--- src/include/asd_pkg.sv ---
// package of constants and types for the analog scaling datapath
// Notes on behaviour
// - 0-10 V and 0-20 mA map to 0..1000
// - 4-20 mA maps to 200..1000
// - standard: standardized times gain, plus offset
// - all arithmetic is whole-number integer
// - physical output takes only 0..1000
// - output voltage held within 0..10 V
// - restricted variant rejects negative gain writes
// - legacy: offset added first, percent gain after
package asd_pkg;
  // ----------------------------------------------------------------
  // widths and ranges
  // ----------------------------------------------------------------
  localparam int ADC_W = 12;
  localparam int SCL_W = 24;
  localparam logic [SCL_W-1:0] NORM_SPAN = 24'h0003E8;
  localparam logic [SCL_W-1:0] ROUND_HALF = 24'h000800;
  localparam logic [10:0] NORM_MAX = 11'h3E8;
  localparam logic [10:0] NORM_LIVE_ZERO = 11'h0C8;
  localparam logic signed [31:0] AOUT_MAX = 32'sh000003E8;
  localparam logic signed [31:0] SCALE_DIV = 32'sh00000064;
  localparam logic [3:0] MV_PER_STEP = 4'hA;
  // ----------------------------------------------------------------
  // register map (byte addresses) and codes
  // ----------------------------------------------------------------
  localparam logic [7:0] ADDR_CTRL = 8'h00;
  localparam logic [7:0] ADDR_GAIN = 8'h04;
  localparam logic [7:0] ADDR_OFFSET = 8'h08;
  localparam logic [7:0] ADDR_STATUS = 8'h0C;
  localparam logic [7:0] ADDR_NORM = 8'h10;
  localparam logic [7:0] ADDR_ANALOG = 8'h14;
  localparam logic [7:0] ADDR_AOUT = 8'h18;
  localparam logic [1:0] SENS_0_10V = 2'h0;
  localparam logic [1:0] SENS_0_20MA = 2'h1;
  localparam logic [1:0] SENS_4_20MA = 2'h2;
  localparam logic [1:0] SENS_NONE = 2'h3;
  localparam logic [1:0] VAR_STANDARD = 2'h0;
  localparam logic [1:0] VAR_RESTRICT = 2'h1;
  localparam logic [1:0] VAR_LEGACY = 2'h2;
  localparam logic [15:0] GAIN_RESET = 16'h0064;
  localparam logic [1:0] RESP_OKAY = 2'h0;
  localparam logic [1:0] RESP_SLVERR = 2'h2;
  // ----------------------------------------------------------------
  // carriers
  // ----------------------------------------------------------------
  typedef struct packed {
    logic [1:0] variant;
    logic [1:0] sensor;
  } asd_ctrl_type;

  typedef struct packed {
    logic awready;
    logic wready;
    logic arready;
    logic aw_full;
    logic w_full;
    logic [7:0] awaddr;
    logic [31:0] wdata;
    logic [3:0] wstrb;
    logic bvalid;
    logic [1:0] bresp;
    logic rvalid;
    logic [1:0] rresp;
    logic [31:0] rdata;
  } asd_bus_type;

  typedef struct packed {
    asd_bus_type bus;
    asd_ctrl_type ctrl;
    logic signed [15:0] gain;
    logic signed [15:0] offset;
    logic gain_rejected;
    logic [ADC_W-1:0] sync1;
    logic [ADC_W-1:0] sync2;
    logic [10:0] norm;
    logic signed [31:0] analog;
    logic [10:0] aout;
    logic [13:0] aout_mv;
  } asd_state_type;
endpackage

--- src/asd_top.sv ---
// analog scaling datapath with an AXI4-Lite register slave
//
// Implementation choices: register access over AXI4-Lite and the address map.
module asd_top
(
  // clock, reset, enable
  input wire logic core_clk,
  input wire logic rst,
  input wire logic ce,
  // converter reading, asynchronous to core_clk
  input wire logic [asd_pkg::ADC_W-1:0] adc_reading,
  // AXI4-Lite write channels
  input wire logic [7:0] s_axi_awaddr,
  input wire logic s_axi_awvalid,
  output logic s_axi_awready,
  input wire logic [31:0] s_axi_wdata,
  input wire logic [3:0] s_axi_wstrb,
  input wire logic s_axi_wvalid,
  output logic s_axi_wready,
  output logic [1:0] s_axi_bresp,
  output logic s_axi_bvalid,
  input wire logic s_axi_bready,
  // AXI4-Lite read channels
  input wire logic [7:0] s_axi_araddr,
  input wire logic s_axi_arvalid,
  output logic s_axi_arready,
  output logic [31:0] s_axi_rdata,
  output logic [1:0] s_axi_rresp,
  output logic s_axi_rvalid,
  input wire logic s_axi_rready,
  // results
  output logic [10:0] norm_value,
  output logic signed [31:0] analog_value,
  output logic [10:0] aout_level,
  output logic [13:0] aout_mv
);
  asd_pkg::asd_state_type state;
  asd_pkg::asd_state_type next_state;

  // ----------------------------------------------------------------
  // helpers
  // ----------------------------------------------------------------
  // byte-lane merge, used by the control, gain and offset registers
  function automatic logic [31:0] merge(input logic [31:0] old,
                                        input logic [31:0] data,
                                        input logic [3:0] strb);
    logic [31:0] res;
    res = old;
    for (int i = 0; i < 4; i++)
    begin
      if (strb[i])
        res[i*8 +: 8] = data[i*8 +: 8];
    end
    return res;
  endfunction

  // ----------------------------------------------------------------
  // datapath and register file
  // ----------------------------------------------------------------
  logic [asd_pkg::SCL_W-1:0] scaled;
  logic [10:0] std_val;
  logic signed [31:0] s_std;
  logic signed [31:0] s_gain;
  logic signed [31:0] s_off;
  logic signed [31:0] acc;
  logic signed [31:0] clip;
  logic [31:0] wr_gain;
  logic [31:0] wr_ctrl;
  logic [31:0] wr_off;
  logic do_write;
  logic do_read;
  logic [31:0] rd_data;
  logic rd_hit;
  logic wr_hit;

  always_comb
  begin
    next_state = state;
    // reading passes two flops before the scaler sees it
    next_state.sync1 = adc_reading;
    next_state.sync2 = state.sync1;

    // round to nearest: full-scale count lands on 1000
    scaled = ((asd_pkg::SCL_W)'(state.sync2) * asd_pkg::NORM_SPAN
      + asd_pkg::ROUND_HALF) >> asd_pkg::ADC_W;
    std_val = (scaled > 24'(asd_pkg::NORM_MAX)) ? asd_pkg::NORM_MAX
      : scaled[10:0];
    unique case (state.ctrl.sensor)
      asd_pkg::SENS_4_20MA:
        // live zero: anything below 4 mA reads as the floor
        if (std_val < asd_pkg::NORM_LIVE_ZERO)
          std_val = asd_pkg::NORM_LIVE_ZERO;
      asd_pkg::SENS_NONE:
        std_val = 11'h000;
      default:
        std_val = std_val;
    endcase
    next_state.norm = std_val;

    // integer arithmetic only; gain is in hundredths, hence /100
    s_std = 32'(signed'({1'b0, state.norm}));
    s_gain = 32'(state.gain);
    s_off = 32'(state.offset);
    if (state.ctrl.variant == asd_pkg::VAR_LEGACY)
      acc = ((s_std + s_off) * s_gain) / asd_pkg::SCALE_DIV;
    else
      acc = (s_std * s_gain) / asd_pkg::SCALE_DIV + s_off;
    next_state.analog = acc;

    // physical output saturates rather than wraps
    if (state.analog < 0)
      clip = 32'sh0;
    else if (state.analog > asd_pkg::AOUT_MAX)
      clip = asd_pkg::AOUT_MAX;
    else
      clip = state.analog;
    next_state.aout = clip[10:0];
    // 10 mV per step keeps the drive within 0..10 V
    next_state.aout_mv = 14'(state.aout * asd_pkg::MV_PER_STEP);

    // write address and data are taken in either order
    if (s_axi_awvalid && state.bus.awready)
    begin
      next_state.bus.aw_full = 1'b1;
      next_state.bus.awaddr = s_axi_awaddr;
    end
    if (s_axi_wvalid && state.bus.wready)
    begin
      next_state.bus.w_full = 1'b1;
      next_state.bus.wdata = s_axi_wdata;
      next_state.bus.wstrb = s_axi_wstrb;
    end
    if (state.bus.bvalid && s_axi_bready)
      next_state.bus.bvalid = 1'b0;

    do_write = state.bus.aw_full && state.bus.w_full && !state.bus.bvalid;
    wr_ctrl = merge({28'h0, state.ctrl}, state.bus.wdata, state.bus.wstrb);
    wr_gain = merge(32'(state.gain), state.bus.wdata, state.bus.wstrb);
    wr_off = merge(32'(state.offset), state.bus.wdata, state.bus.wstrb);
    wr_hit = 1'b1;
    if (do_write)
    begin
      next_state.bus.aw_full = 1'b0;
      next_state.bus.w_full = 1'b0;
      next_state.bus.bvalid = 1'b1;
      unique case (state.bus.awaddr)
        asd_pkg::ADDR_CTRL:
          next_state.ctrl = wr_ctrl[3:0];
        asd_pkg::ADDR_GAIN:
          // restricted variant refuses a negative gain and flags it
          if (state.ctrl.variant == asd_pkg::VAR_RESTRICT && wr_gain[15])
            next_state.gain_rejected = 1'b1;
          else
            next_state.gain = wr_gain[15:0];
        asd_pkg::ADDR_OFFSET:
          next_state.offset = wr_off[15:0];
        asd_pkg::ADDR_STATUS:
          // write one clears; a reject is a gain write, so the two never meet in one cycle
          if (state.bus.wstrb[0] && state.bus.wdata[0])
            next_state.gain_rejected = 1'b0;
        asd_pkg::ADDR_NORM, asd_pkg::ADDR_ANALOG, asd_pkg::ADDR_AOUT:
          wr_hit = 1'b1; // read-only, write ignored
        default:
          wr_hit = 1'b0;
      endcase
      next_state.bus.bresp = wr_hit ? asd_pkg::RESP_OKAY
        : asd_pkg::RESP_SLVERR;
    end

    // read: one outstanding, answered the cycle after the address
    if (state.bus.rvalid && s_axi_rready)
      next_state.bus.rvalid = 1'b0;
    do_read = s_axi_arvalid && state.bus.arready;
    rd_hit = 1'b1;
    unique case (s_axi_araddr)
      asd_pkg::ADDR_CTRL: rd_data = {28'h0, state.ctrl};
      asd_pkg::ADDR_GAIN: rd_data = 32'(state.gain);
      asd_pkg::ADDR_OFFSET: rd_data = 32'(state.offset);
      asd_pkg::ADDR_STATUS: rd_data = {31'h0, state.gain_rejected};
      asd_pkg::ADDR_NORM: rd_data = {21'h0, state.norm};
      asd_pkg::ADDR_ANALOG: rd_data = state.analog;
      asd_pkg::ADDR_AOUT: rd_data = {21'h0, state.aout};
      default:
      begin
        rd_data = 32'h0;
        rd_hit = 1'b0;
      end
    endcase
    if (do_read)
    begin
      next_state.bus.rvalid = 1'b1;
      next_state.bus.rdata = rd_data;
      next_state.bus.rresp = rd_hit ? asd_pkg::RESP_OKAY
        : asd_pkg::RESP_SLVERR;
    end

    // readies are registered, so each drops while its slot is busy
    next_state.bus.awready = !next_state.bus.aw_full
      && !next_state.bus.bvalid;
    next_state.bus.wready = !next_state.bus.w_full
      && !next_state.bus.bvalid;
    next_state.bus.arready = !next_state.bus.rvalid;
  end

  // ----------------------------------------------------------------
  // state register
  // ----------------------------------------------------------------
  // clock enable low freezes everything, bus handshakes included
  always_ff @(posedge core_clk or posedge rst)
  begin
    if (rst)
    begin
      state <= '0;
      state.gain <= asd_pkg::GAIN_RESET;
    end
    else if (ce)
      state <= next_state;
  end

  // ----------------------------------------------------------------
  // outputs, all straight from flops
  // ----------------------------------------------------------------
  assign s_axi_awready = state.bus.awready;
  assign s_axi_wready = state.bus.wready;
  assign s_axi_bvalid = state.bus.bvalid;
  assign s_axi_bresp = state.bus.bresp;
  assign s_axi_arready = state.bus.arready;
  assign s_axi_rvalid = state.bus.rvalid;
  assign s_axi_rdata = state.bus.rdata;
  assign s_axi_rresp = state.bus.rresp;
  assign norm_value = state.norm;
  assign analog_value = state.analog;
  assign aout_level = state.aout;
  assign aout_mv = state.aout_mv;
endmodule

--- config.mk ---
export PLATFORM = sky130hd
export DESIGN_NAME = asd_top
export DESIGN_NICKNAME = d
export VERILOG_FILES = /design/src/include/asd_pkg.sv /design/src/asd_top.sv
export SDC_FILE = /design/constraint.sdc
export NUM_CORES = 2
export LEC_CHECK = 0
export ABC_CLOCK_PERIOD_IN_PS = 28600
export BUFFER_PORTS_ARGS = -buffer_cell sky130_fd_sc_hd__buf_2
export CORE_ASPECT_RATIO = 0.75
export CORE_UTILIZATION = 59
export DETAILED_ROUTE_END_ITERATION = 7
export PLACE_DENSITY = 0.86
export SLEW_MARGIN = 20
export SYNTH_ARGS = -nofsm -noshare
export SYNTH_HDL_FRONTEND = slang
export SYNTH_SLANG_ARGS = --single-unit
--- constraint.sdc ---
create_clock -name core_clk -period 28.6 [get_ports core_clk]
set_clock_uncertainty 0.15 [all_clocks]
set_input_delay 0 -clock core_clk [delete_from_list [all_inputs] [get_ports core_clk]]
set_output_delay 0 -clock core_clk [all_outputs]
set_load 0.01 [all_outputs]
==> results.toml <==
[floorplanning]
num_rows = 86
start_util = 0.596
core_um2 = 73400
dieArea_um2 = 75300
dieWidth_um = 316
chipHeight_um = 238
io_pins = 181

[global_route]
antenna_found_initial = 7
grt_pass1_vias = 40888
grt_max_degree = 70
grt_overflow_total = 0
grt_pass1_wl_um = 221000
grt_use_total = 0.371

[detailed_routing]
vias = 42130
drcViolationCount = 1
wl_um = 143000
ant_nets = 0
first_iter_violations = 4678
via_per_inst = 6.40
first_pass_iters = 8
wire_per_inst_um = 21.7

[sta]
slew_headroom = 0.131
slew_viol_final = 0
setup_tns_ns = 0
fin_worst_hold_slack_ns = 0.0274
fmaxAchievable_ghz = 0.0364
report.final.setup_viol = 0
final_hold_viol_count = 0
worst_pin_slew_ns = 1.30
fin_crit_sh = 0.962
period_needed_ns = 27.50

[logic_synthesis]
ys_ff_latch = 195
synth_top_area_frac = 0.215
syn-instance-count = 5246
syn_area_um2 = 43800
synth_enable_flop_cells = 0
synth_area_leaders = "fa_1, dfrtp_1, ha_1, inv_1, nand2_1"
ys.flop_type = "dfrtp_1"
ys_types = 174
yosysWarningCount = 0
async_flop_share = 1.00
synth_top_area_cell = "fa_1"
syn_avg_cell_area_um2 = 8.34
yosysSeqAreaShare = 0.112

[run_status]
failed_checks = "DRC"
outcome = "finished, violations left"

[cells_and_area]
seq_area_um2 = 4920
fill_cells = 5670
area_growth_pct = 12.5
layout.nets = 6393
drive_above_1_share = 0.199
multi_input_area_um2 = 35300

[critical_path]
worstPathArrival_ns = 27.74
cp_max_fo = 16
crit_slowest_cell = "or4_4"
slowest_delay_ns = 0.59
r2r_slack_ns = 1.10
critPathRequiredTime_ns = 28.84
crit_top_cell = "a21oi_1"
path_class = "reg -> reg"
crit_path_end_kind = "flip-flop"
start_kind = "flip-flop"

[clock_network]
cts-buffers-inserted = 17
cts_tree = "done"
cts.sinks = 195
clock_latency_ns = 0.50
clk_pin_slew_worst_paths_ns = 0.09
cts_buffer_depth = 2
root_buffer = "clkbuf_16"
htree_levels = 4

[placed_design]
hpwlAfterDp_um = 109000
gp_congestion = 1.02
port_buffers = 159

[hold_path]
hold_class = "in -> reg"

[run]
cap_violations = 0
==> Yosys cell counts (35+ instances only) <==
library cell / instances
a211oi_1: 36
a21o_1: 48
a21oi_1: 261
a31oi_1: 61
and2_1: 198
buf_4: 116
clkbuf_1: 139
dfrtp_1: 192
fa_1: 471
ha_1: 251
inv_1: 667
mux2_2: 130
mux2i_1: 39
nand2_1: 536
nand2b_1: 37
nand3_1: 111
nor2_1: 285
nor2b_1: 35
nor3_1: 113
o211ai_1: 58
o21a_1: 51
o21ai_0: 203
o21ai_1: 38
o21bai_1: 42
or3_1: 38
xnor2_1: 210
xor2_1: 90
==> cell families after synthesis <==
| kind of cell | synth area share |
|---|---|
| AND/OR/NAND/NOR | 0.188 |
| other | 0.0000857 |
| AO/OA/AOI/OAI | 0.201 |
| multiplexers | 0.0457 |
| adder cells (fa/ha/maj) | 0.291 |
| flip-flops | 0.112 |
| XOR/XNOR | 0.0625 |
| buffers and inverters | 0.0999 |
==> worst max-delay path: cells and delay by family (launching register included) <==
kind / cells / cell delay, ns
compound gates: 57 / 13.82
simple gates: 20 / 5.68
fa+ha+maj: 9 / 3.91
buf+inv: 10 / 1.48
xor+xnor: 5 / 1.08
mux: 3 / 0.67
flops: 1 / 0.52
==> metrics by stage <==
| stage | area [um2] | utilization | setup WS [ns] | cells |
|---|---|---|---|---|
| global route | 49200 | 0.671 | -0.168 | 6581 |
| finish | 49200 | 0.671 | 1.10 | 6582 |
| global placement | 47000 | 0.640 | 0.703 | 6454 |
| floorplan | 43800 | - | 1.75 | 5248 |
| detailed placement | 47000 | 0.640 | 0.510 | 6454 |
| CTS | 48100 | 0.655 | 0.274 | 6535 |
==> flip-flops by register name (all words and copies together) (netlist names) <==
name           cells
s_axi_arready      1
s_axi_bvalid       1
s_axi_bresp        1
s_axi_awready      1
next_state        12
s_off             16
analog_value      32
aout_level        11
s_axi_rvalid       1
norm_value        11
s_gain            16
s_axi_rdata       32
aout_mv           13
s_axi_wready       1
state             45
s_axi_rresp        1
==> layout make-up <==
| class | count | share of cell area |
|---|---|---|
| multi-input cells | 4073 | 0.717 |
| repair buffers | 645 | 0.0954 |
| diodes | 2 | 0.000102 |
| clock buffers | 18 | 0.00872 |
| flip-flops and latches | 195 | 0.100 |
| inverters | 667 | 0.0510 |
| well taps | 968 | 0.0246 |
| clock inverters | 14 | 0.00336 |
==> routing by layer <==
| layer | share of wire | global-route usage |
|---|---|---|
| met1 | 0.39 | 0.502 |
| met2 | 0.42 | 0.547 |
| met3 | 0.13 | 0.125 |
| met4 | 0.048 | 0.142 |
| met5 | 0.0010 | 0.00909 |
==> cells in the final DEF, fill, tap and decap left out, types with 15 or more instances in the layout <==
| master | count |
|---|---|
| inv_1 | 665 |
| nand2_1 | 533 |
| fa_1 | 470 |
| buf_4 | 423 |
| nor2_1 | 284 |
| ha_1 | 251 |
| a21oi_1 | 245 |
| and2_1 | 198 |
| xnor2_1 | 196 |
| o21ai_0 | 190 |
| dfrtp_1 | 175 |
| buf_2 | 158 |
| mux2_2 | 130 |
| nand3_1 | 110 |
| nor3_1 | 106 |
| xor2_1 | 83 |
| a31oi_1 | 60 |
| o211ai_1 | 58 |
| o21a_1 | 50 |
| dlygate4sd3_1 | 49 |
| a21o_1 | 48 |
| o21ai_1 | 47 |
| o21bai_1 | 40 |
| or3_1 | 38 |
| nand2b_1 | 37 |
| nor2b_1 | 35 |
| mux2i_1 | 35 |
| nand4_1 | 32 |
| a211oi_1 | 32 |
| nor4_1 | 29 |
| o22ai_1 | 26 |
| a21oi_2 | 24 |
| and3_1 | 23 |
| or2_2 | 22 |
| o31ai_1 | 21 |
| clkbuf_16 | 17 |
| nand3b_1 | 16 |
| a211o_1 | 15 |
==> what timing repair did <==
action,in CTS,in global routing
setup buffers,0,45
resized for setup,0,167
endpoints found under the hold margin,110,0
hold buffers,49,0
setup endpoints to repair,0,32
==> path summary, 6_finish.rpt <==
kind / start / to / cells after the start
hold / removal: s_axi_araddr[2] / s_axi_rdata[12]$_DFFE_PP0P_ / 5
setup reg to reg: s_off[1]$_DFFE_PP0P_ / analog_value[16]$_DFFE_PP0P_ / 104
setup / recovery: s_off[1]$_DFFE_PP0P_ / analog_value[16]$_DFFE_PP0P_ / 104
hold reg to reg: next_state[78]$_DFFE_PP0P_ / state[78]$_DFFE_PP0P_ / 2
max in group asynchronous: rst / s_axi_rdata[6]$_DFFE_PP0P_ / 5
min in group asynchronous: rst / state[179]$_DFFE_PP0P_ / 4
Power is not shown: default switching activity piles up to over one toggle a cycle in this logic, so the estimate is an artifact.
